## config.mk

```make
export PLATFORM = sky130hd
export DESIGN_NAME = three_port_reg_file
export DESIGN_NICKNAME = d
export VERILOG_FILES = /design/src/common/regfile_pkg.sv /design/src/rtl/three_port_reg_file.sv
export SDC_FILE = /design/constraint.sdc
export NUM_CORES = 1
export LEC_CHECK = 0
export BUFFER_PORTS_ARGS = -buffer_cell sky130_fd_sc_hd__buf_2
export CAP_MARGIN = 20
export CORE_MARGIN = 2
export CORE_UTILIZATION = 35
export CTS_CLUSTER_SIZE = 30
export DETAILED_ROUTE_END_ITERATION = 16
export PLACE_DENSITY_LB_ADDON = 0.25
export SYNTH_ARGS = -nofsm -noshare
export SYNTH_HDL_FRONTEND = slang
export SYNTH_SLANG_ARGS = --single-unit
```

## constraint.sdc

```tcl
create_clock -name clk -period 1.3 [get_ports clk]
set_input_delay 0.195 -clock clk [delete_from_list [all_inputs] [get_ports clk]]
set_output_delay 0.195 -clock clk [all_outputs]
set_load 0.1 [all_outputs]
```

## src/common/regfile_pkg.sv

```systemverilog
// Package with the sizes, ports and carriers of the multiport register file.
package regfile_pkg;

  localparam int WORDS     = 8;
  localparam int BITS      = 2;
  localparam int ADDR_W    = 3;
  localparam logic [BITS-1:0] STORE_RESET = 2'h0;

  typedef logic [ADDR_W-1:0] addr_t;
  typedef logic [BITS-1:0]   word_t;

  // One read port request: address and active-low output gate.
  typedef struct packed {
    addr_t addr;
    logic  read_gate_allow_n;
  } read_req_s;

  // Write port request: shared address, data and per-bit active-low enables.
  typedef struct packed {
    addr_t addr;
    word_t data;
    word_t bit_write_n;
  } write_req_s;

endpackage

```

## src/rtl/three_port_reg_file.sv

```systemverilog
// Eight by two multiport register file with one write and two read ports.
//
// Functional notes
// - Eight two-bit words, held as two banks of eight bit cells.
// - Two reads and one write can happen in the same cycle.
// - Write destination comes only from the write address.
// - Each bit has its own write enable.
// - Writes take place on the rising clock edge.
// - While clock is low, a bit is written if its enable is low or has a rising edge; otherwise it holds.
// - While clock is low, a rising enable edge writes that bit.
// - While clock is high, each read port shows its addressed word.
// - Reads return the word written in the preceding half period.
// - On falling clock, each read port captures its word into a slave.
// - While clock is low, read address changes do not affect outputs.
// - Output gates enable the read data at any time.
`timescale 1ns/1ps
`default_nettype none

module three_port_reg_file
  import regfile_pkg::*;
(
  // Clock and reset.
  input  wire logic       clk,
  input  wire logic       rst,
  // Write port.
  input  wire write_req_s wr,
  // Read ports.
  input  wire read_req_s  rd_zero,
  input  wire read_req_s  rd_one,
  output logic [BITS-1:0] read_port_zero_out,
  output logic [BITS-1:0] read_port_one_out
);

  ////////////////////////////////////////////////////////////////////////////
  // Declarations.

  // Storage.
  logic [WORDS-1:0] bank [BITS];
  logic [WORDS-1:0] next_bank [BITS];

  // Phase and enable history.
  logic             phase_high;
  logic             next_phase_high;
  word_t            enable_prev;
  word_t            next_enable_prev;

  // Write selection.
  logic [WORDS-1:0] word_hit;
  word_t            level_strobe;
  word_t            edge_strobe;
  word_t            write_strobe;

  // Read port zero.
  word_t            live_zero;
  word_t            slave_zero;
  word_t            next_slave_zero;
  word_t            held_zero;
  word_t            gated_zero;

  // Read port one.
  word_t            live_one;
  word_t            slave_one;
  word_t            next_slave_one;
  word_t            held_one;
  word_t            gated_one;
  logic             capture;

  ////////////////////////////////////////////////////////////////////////////
  // Helper functions.

  // One-hot select of a word from its address.
  function automatic logic [WORDS-1:0] decode_word(input addr_t a);
    logic [WORDS-1:0] hot;
    hot = '0;
    for (int w = 0; w < WORDS; w++) begin
      if (a == addr_t'(w)) begin
        hot[w] = 1'b1;
      end
    end
    return hot;
  endfunction

  // Level write: enable low while the phase is low.
  function automatic logic level_write(input logic phase, input logic en_now);
    logic hit;
    hit = 1'b0;
    if (!phase && !en_now) begin
      hit = 1'b1;
    end
    return hit;
  endfunction

  // Edge write: enable rising while the phase is low.
  function automatic logic edge_write(input logic phase, input logic en_now,
                                      input logic en_before);
    logic hit;
    hit = 1'b0;
    if (!phase && !en_before && en_now) begin
      hit = 1'b1;
    end
    return hit;
  endfunction

  // Read one word out of both banks.
  function automatic word_t fetch(input addr_t a);
    word_t w;
    w = '0;
    for (int b = 0; b < BITS; b++) begin
      w[b] = bank[b][a];
    end
    return w;
  endfunction

  // Live word while the phase is high, slave word while it is low.
  function automatic word_t pick_word(input logic phase, input word_t live, input word_t held);
    word_t w;
    if (phase) begin
      w = live;
    end else begin
      w = held;
    end
    return w;
  endfunction

  // A closed gate drives low so that ports can be wire-ORed.
  function automatic word_t gate_word(input logic allow_n, input word_t data);
    word_t w;
    w = '0;
    if (!allow_n) begin
      w = data;
    end
    return w;
  endfunction

  ////////////////////////////////////////////////////////////////////////////
  // Phase tracking.
  // High in the half period that follows a rising edge.

  always_comb begin
    next_phase_high = ~phase_high;
  end

  always_ff @(posedge clk or posedge rst) begin
    if (rst) begin
      phase_high <= 1'b0;
    end else begin
      phase_high <= next_phase_high;
    end
  end

  ////////////////////////////////////////////////////////////////////////////
  // Enable history for the edge-write path.
  // Holds the enables seen at the previous edge.

  always_comb begin
    next_enable_prev = wr.bit_write_n;
  end

  always_ff @(posedge clk or posedge rst) begin
    if (rst) begin
      enable_prev <= '1;
    end else begin
      enable_prev <= next_enable_prev;
    end
  end

  ////////////////////////////////////////////////////////////////////////////
  // Write selection.
  // A bit writes on a low enable, or on a rising one, in the low phase.

  always_comb begin
    word_hit = decode_word(wr.addr);
  end

  always_comb begin
    level_strobe = '0;
    for (int b = 0; b < BITS; b++) begin
      level_strobe[b] = level_write(phase_high, wr.bit_write_n[b]);
    end
  end

  always_comb begin
    edge_strobe = '0;
    for (int b = 0; b < BITS; b++) begin
      edge_strobe[b] = edge_write(phase_high, wr.bit_write_n[b], enable_prev[b]);
    end
  end

  always_comb begin
    write_strobe = level_strobe | edge_strobe;
  end

  ////////////////////////////////////////////////////////////////////////////
  // Storage banks.
  // Both banks load their next image on every edge.

  always_comb begin
    for (int b = 0; b < BITS; b++) begin
      next_bank[b] = bank[b];
      for (int w = 0; w < WORDS; w++) begin
        if (write_strobe[b] && word_hit[w]) begin
          next_bank[b][w] = wr.data[b];
        end
      end
    end
  end

  always_ff @(posedge clk or posedge rst) begin
    if (rst) begin
      for (int b = 0; b < BITS; b++) begin
        bank[b] <= '0;
      end
    end else begin
      for (int b = 0; b < BITS; b++) begin
        bank[b] <= next_bank[b];
      end
    end
  end

  ////////////////////////////////////////////////////////////////////////////
  // Capture control.
  // Slaves load at the end of the high phase.

  always_comb begin
    capture = phase_high;
  end

  ////////////////////////////////////////////////////////////////////////////
  // Read port zero.
  // Live word while high, slave word while low.

  always_comb begin
    live_zero = fetch(rd_zero.addr);
  end

  always_comb begin
    next_slave_zero = slave_zero;
    if (capture) begin
      next_slave_zero = live_zero;
    end
  end

  always_ff @(posedge clk or posedge rst) begin
    if (rst) begin
      slave_zero <= STORE_RESET;
    end else begin
      slave_zero <= next_slave_zero;
    end
  end

  always_comb begin
    held_zero = pick_word(phase_high, live_zero, slave_zero);
  end

  always_comb begin
    gated_zero = gate_word(rd_zero.read_gate_allow_n, held_zero);
  end

  ////////////////////////////////////////////////////////////////////////////
  // Read port one.
  // Live word while high, slave word while low.

  always_comb begin
    live_one = fetch(rd_one.addr);
  end

  always_comb begin
    next_slave_one = slave_one;
    if (capture) begin
      next_slave_one = live_one;
    end
  end

  always_ff @(posedge clk or posedge rst) begin
    if (rst) begin
      slave_one <= STORE_RESET;
    end else begin
      slave_one <= next_slave_one;
    end
  end

  always_comb begin
    held_one = pick_word(phase_high, live_one, slave_one);
  end

  always_comb begin
    gated_one = gate_word(rd_one.read_gate_allow_n, held_one);
  end

  ////////////////////////////////////////////////////////////////////////////
  // Output stages.
  // Gating is combinational so that it acts at any point in the cycle.

  always_comb begin
    read_port_zero_out = gated_zero;
  end

  always_comb begin
    read_port_one_out = gated_one;
  end

endmodule

`default_nettype wire

```

==> run_results.csv, run 1 <==
group,metric,value,unit
grt,antenna_found_initial,0,
sta,timing.final.crit_share,142.0,%
placement,place.gp.congestion,0.7627,
route,vias,950,
sta,rsz0062_at_grt,"yes",
pwr,combPwrFrac,33.6,%
route,wire_per_inst,16.43,um
synth,yosys.cell_count.top_type,"dfrtp_1",
floorplanning,initial_utilization,35.70,%
grt,gr-total-overflow,0,
cts,clk_path_buf_depth,2,
synth,synth.cell_area,1287,um2
synth,synth_simple_gate_area_share,10.79,%
synth,ys_ff_latch,23,
floorplanning,fp.dieH,64.65,um
cells_and_area,final_cells,185,
synth,synthFlopType,"dfrtp_1",
synth,syn_inst,105,
pwr,vdd_drop_max,0.7346,mV
route,drt-total-wl,3040,um
synth,syn-num-nets,122,
sta,skew,3.970,ps
placement,dp_cells,176,
synth,synth_compound_area_share,5.248,%
sta,hold_viol,0,
cells_and_area,fin_nets,155,
synth,yosys_warnings,0,
sta,fmax,0.5418,GHz
grt,grt_usage,15.65,%
pwr,power_density,1245,nW/um2
placement,io_buffers,20,
status,violations,"setup timing",
sta,worst_slew_pin_slew,422.0,ps
sta,drv_slew,0,
pwr,clock_power_share,20.6,%
synth,synthTopCellsByArea,"dfrtp_1 41%, mux2i_1 14%, mux2_2 14%",
worst_setup_path,path_cells,"mux2i_1 -> mux4_2 -> o21ai_4 -> buf_12",
cts,cts_tree,"done",
floorplanning,dieArea,4180,um2
cts,root_buffer,"clkbuf_8",
cts,clock_latency,260,ps
cells_and_area,antennaDiodeCount,0,
cts,numClockSinks,23,
pwr,swShare,33.65,%
sta,setup_viol,20,
sta,slew_headroom,71.77,%
route,drc,0,
placement,dp_hpwl,2301,um
min_path,hold_class,"input pin to register",
synth,synth_cell_type_count,23,
sta,setup_slack,-545.6,ps
worst_setup_path,cp-end-kind,"output pin",
synth,yosysTopAreaCellShare,40.82,%
synth,synth_edf_count,0,
cells_and_area,fillers,331,
grt,grt_max_degree,24,
synth,synthAdderAreaFrac,0,%
worst_setup_path,cp_slowest_cell,"mux4_2",
synth,synthMuxAreaShare,34.99,%
floorplanning,core,3606,um2
route,vias_per_cell,5.135,
synth,async_reset_ff_share,100.0,%
synth,synth_top_area_cell,"dfrtp_1",
pwr,p_leak,0.7335,nW
synth,yosysSeqAreaShare,44.90,%
cts,htree_levels,1,
grt,grt_pass1_wl,4878,um
worst_setup_path,crit_required,1110,ps
worst_setup_path,critPathKind,"register to output pin",
route,firstDrtPassIters,3,
pwr,switching_power,0.7210,mW
status,status,"complete, but fails checks",
pwr,p_int,1.422,mW
flow_run,cap_violations,0,
floorplanning,io_pins,21,
route,drt_iter0_drc,10,
synth,synth_top_family_by_area,"multiplexers",
floorplanning,chipWidth,64.65,um
worst_setup_path,critical_path_arrival,1650,ps
synth,synth_xor_area_share,0,%
synth,avgSynthCellArea,12.26,um2
cts,cts_made_buffers,3,
worst_setup_path,path_max_fanout,3,
placement,place_ws,-342.1,ps
synth,yosys-top-cells-count,"21 x dfrtp_1, 18 x mux2i_1, 16 x mux2_2",
pwr,p_seq_share,45.8,%
worst_setup_path,cp-start-kind,"register",
floorplanning,row_count,22,
cts,cts.clk_slew.worst_paths,80,ps
worst_setup_path,cpPeakStageDelay,540,ps
cells_and_area,area_growth,33.72,%
grt,grt_pass1_vias,1027,
route,detail-route-antenna-nets,0,
cells_and_area,drive_above_1_share,52.55,%
sta,fin_crit,1846,ps
==> per-stage QoR <==
stage / total power [mW] / area [um2] / TNS, ps / hold WS (ps) / utilization, %
4_1_cts: 2.148 / 1643 / -2307 / 57.74 / 45.56
3_5_place_dp: 1.694 / 1574 / -2997 / 248.4 / 43.65
3_3_place_gp: 1.665 / 1574 / -2013 / 243.9 / 43.65
2_1_floorplan: 1.452 / 1340 / -1503 / 195.4 / -
6_report: 2.143 / 1722 / -4850 / 70.26 / 47.74
5_1_grt: 2.283 / 1722 / -6036 / 46.40 / 47.74
==> sequential cells by signal (all words and copies together) (netlist names) <==
signal	count
capture	1
enable_prev	2
slave_one	2
slave_zero	2
bank	16
==> what timing repair did <==
action / CTS / global route
pin swaps: 0 / 3
buffers inserted: 0 / 4
endpoints found under the setup margin: 20 / 19
resized for setup: 3 / 11
hold buffers: 1 / 0
endpoints found under the hold margin: 21 / 0
==> per-layer routing <==
layer  up-vias  global-route usage, %  part of all wire [%]
met5         -                      0                     0
met4         0                  4.787                   1.3
met3         4                  2.951                   2.8
met2        19                  29.17                    56
met1       479                  18.03                    40
li1        448                      -                     -
==> cells by family (layout without fill, tap and decap cells) <==
group / after synthesis / in the layout
DFF: 23 / 23
and+or+nand+nor: 25 / 25
buffers and inverters: 9 / 41
muxes: 38 / 38
AOI/OAI and AO/OA: 10 / 10
==> layout by cell type, fill, tap and decap left out, drive strengths merged, types with 3 or more instances in the layout <==
master / count
nand2: 6
clkbuf: 3
mux2i: 18
buf: 32
mux2: 16
inv: 4
dfrtp: 21
nand3: 6
mux4: 4
o21ai: 4
==> power groups by stage <==
stage	combinational (mW)	sequential, mW	clock, mW
after floorplan	0.511	0.940	0
after global placement	0.682	0.984	0
after detailed placement	0.704	0.991	0
after CTS	0.709	0.978	0.461
after global routing	0.770	0.998	0.514
final	0.719	0.982	0.442
==> final timing paths <==
check / cells past startpoint / end / slack (ps) / from
setup / recovery: 4 / read_port_zero_out[1] / -550 / bank[7]$_DFFE_PP0P_
hold / removal: 1 / enable_prev[0]$_DFF_PP1_ / 70 / wr[0]
setup reg to reg: 5 / bank[7]$_DFFE_PP0P_ / -240 / capture$_DFF_PP0_
hold reg to reg: 2 / slave_one[1]$_DFF_PP0_ / 530 / slave_one[1]$_DFF_PP0_
max in group asynchronous: 4 / enable_prev[1]$_DFF_PP1_ / 510 / rst
min in group asynchronous: 4 / slave_one[0]$_DFF_PP0_ / 500 / rst
==> worst max-delay path: cells and delay by family (launching register included) <==
kind / cells / cell delay (ps)
multiplexers: 2 / 630
flip-flops: 1 / 400
buffers and inverters: 1 / 190
AO/OA/AOI/OAI: 1 / 170
==> layout make-up <==
class,count,area (um2),area share (%)
Clock buffer,3,41.29,2.398
Multi-Input combinational cell,73,760.7,44.19
Sequential cell,23,579.3,33.65
Tap cell,48,60.06,3.488
Inverter,4,15.01,0.8721
Timing Repair Buffer,33,260.3,15.12
Clock inverter,1,5.005,0.2907
Note: power is estimated with default switching activity, not from simulation.
==> inputs of run 2 (changes only) <==
--- a/config.mk
+++ b/config.mk
@@ -7,8 +7,10 @@
 export LEC_CHECK = 0
 export BUFFER_PORTS_ARGS = -buffer_cell sky130_fd_sc_hd__buf_2
 export CAP_MARGIN = 20
+export CELL_PAD_IN_SITES_DETAIL_PLACEMENT = 1
+export CELL_PAD_IN_SITES_GLOBAL_PLACEMENT = 1
 export CORE_MARGIN = 2
-export CORE_UTILIZATION = 35
+export CORE_UTILIZATION = 40
 export CTS_CLUSTER_SIZE = 30
 export DETAILED_ROUTE_END_ITERATION = 16
 export PLACE_DENSITY_LB_ADDON = 0.25
==> run 2 against run 1 <==
  * The flow still finishes with violations (setup timing)
  * Cell count is 1.1% lower
  * Die area is 12% lower
  * Count of clock-buffer cells in the layout is 1 higher
  * First-iteration DRC count is 20% lower
  * Register-to-register slack better by 70 ps
  * Critical path depth stayed put
==> run_results.csv, run 2 (synthesized netlist as in run 1, its figures left out) <==
group,metric,value,unit
placement,place.gp.congestion,0.7026,
sta,setup_slack,-625.4,ps
route,wire_per_inst,17.42,um
route,vias,973,
worst_setup_path,worstReg2RegEnd,"bank[7]$_DFFE_PP0P_",
placement,io_buffers,20,
route,firstDrtPassIters,2,
placement,placed_area,1569,um2
worst_setup_path,endpoint,"read_port_one_out[1]",
cts,numClockSinks,23,
floorplanning,io_pins,21,
placement,dp_hpwl,2457,um
cts,clock_latency,310,ps
placement,place_ws,-343.2,ps
cts,cts.clk_slew.worst_paths,120,ps
cells_and_area,design_area,1750,um2
cts,clk_path_buf_depth,2,
sta,slew_headroom,69.54,%
floorplanning,core,3053,um2
cts,root_buffer,"clkbuf_4",
cells_and_area,multiInputGateArea,784.5,um2
min_path,hold_class,"input pin to register",
cells_and_area,regMostFlops,"bank",
worst_setup_path,path_max_fanout,3,
worst_setup_path,reg2reg_from,"capture$_DFF_PP0_",
worst_setup_path,crit_required,1110,ps
cells_and_area,final_common_cell,"dfrtp_1",
grt,grt_usage,19.83,%
cts,cts_tree,"done",
sta,timing.final.crit_share,148.1,%
worst_setup_path,critical_path.startpoint,"bank[7]$_DFFE_PP0P_",
pwr,total_power,2.084,mW
cells_and_area,area_growth,35.96,%
flow_run,cap_violations,0,
floorplanning,row_count,20,
status,status,"complete, but fails checks",
worst_setup_path,critPathKind,"register to output pin",
sta,setup_viol,21,
cells_and_area,fin_nets,157,
route,drt-total-wl,3187,um
sta,fin_crit,1925,ps
status,violations,"setup timing",
worst_setup_path,critical_path_arrival,1730,ps
grt,grt_pass1_wl,5071,um
sta,hold_viol,0,
grt,grt_max_degree,24,
route,vias_per_cell,5.317,
grt,antenna_found_initial,0,
sta,setup-tns-final,-4522,ps
cells_and_area,fillers,328,
pwr,vdd_drop_max,0.4811,mV
cts,cts_made_buffers,3,
route,drt_iter0_drc,8,
cells_and_area,final-seq-area,579.3,um2
cells_and_area,antennaDiodeCount,0,
worst_setup_path,r2r_slack,-170,ps
grt,gr-total-overflow,0,
sta,worst_slew_pin_slew,456.0,ps
sta,rsz0062_at_grt,"yes",
cells_and_area,fin_util,57.34,%
floorplanning,chipWidth,60.74,um
sta,skew,1.796,ps
sta,drv_slew,0,
floorplanning,fp.dieH,60.74,um
sta,fmax,0.5194,GHz
cells_and_area,mostFrequentLayoutCells,"20 x dfrtp_1, 18 x mux2i_1, 16 x buf_2, 15 x mux2_2, 11 x buf_4",
cells_and_area,drive_above_1_share,54.68,%
route,detail-route-antenna-nets,0,
route,drc,0,
grt,grt_pass1_vias,1060,
pwr,p_leak,0.7463,nW
cts,htree_levels,1,
pwr,power_density,1191,nW/um2
cells_and_area,largest_register_ffs,16,
worst_setup_path,r2r_cells,5,
floorplanning,initial_utilization,42.17,%
floorplanning,dieArea,3689,um2
worst_setup_path,cp-start-kind,"register",
worst_setup_path,cp-end-kind,"output pin",
## run 2: cell count changes in the layout (fill, tap and decap cells not counted), sizes merged
cell    previous run  this run
clkbuf             3         4
buf               32        34
clkinv             1         0
## run 2: worst max-delay path, cell delays in order, from the launching register on
cell	delay (ps)
dfrtp_1	410
mux2i_1	100
mux4_2	530
o21ai_4	190
buf_12	190
## run 2: power by group
group          internal, mW  switching, mW
clock                 0.120          0.215
sequential            0.863          0.115
combinational         0.376          0.395
## run 2: worst min-delay path by stage
stage / slack [ps] / cells after the start / startpoint / endpoint
final: 20 / 1 / wr[1] / enable_prev[1]$_DFF_PP1_
after global routing: 9 / 1 / wr[1] / enable_prev[1]$_DFF_PP1_
after CTS: 1 / 1 / wr[1] / enable_prev[1]$_DFF_PP1_
after detailed placement: 260 / 3 / rst / slave_one[1]$_DFF_PP0_
after global placement: 240 / 3 / rst / slave_one[1]$_DFF_PP0_
after floorplan: 200 / 1 / rst / bank[0]$_DFFE_PP0P_
## run 2: layer usage
metal | up-vias | GRT usage [%] | share of wire (%) | wire [um]
li1 | 457 | - | - | -
met1 | 484 | 20.49 | 37 | 1194
met2 | 21 | 39.63 | 56 | 1792
met3 | 11 | 2.985 | 2.9 | 94
met4 | 0 | 7.143 | 3.3 | 106
met5 | - | 0 | 0 | 0
## run 2: final cells by class
class,count,area share (%)
Timing Repair Buffer,35,16.58
Inverter,4,0.8578
Sequential cell,23,33.10
Clock buffer,4,1.501
Multi-Input combinational cell,73,44.82
Tap cell,44,3.145
## run 2: per-stage QoR
step                      hold slack [ps]  instances
after global routing                8.850        183
final                               23.10        183
after floorplan                     195.4        105
after detailed placement            262.8        172
after global placement              244.7        172
after CTS                           1.159        182
## run 2: timing repair
| action | 4_1_cts | 5_1_grt |
|---|---|---|
| hold buffers | 1 | 0 |
| setup buffers | 5 | 1 |
| setup endpoints to repair | 21 | 23 |
| resized for setup | 11 | 10 |
| pin swaps | 3 | 6 |
| endpoints found under the hold margin | 21 | 0 |
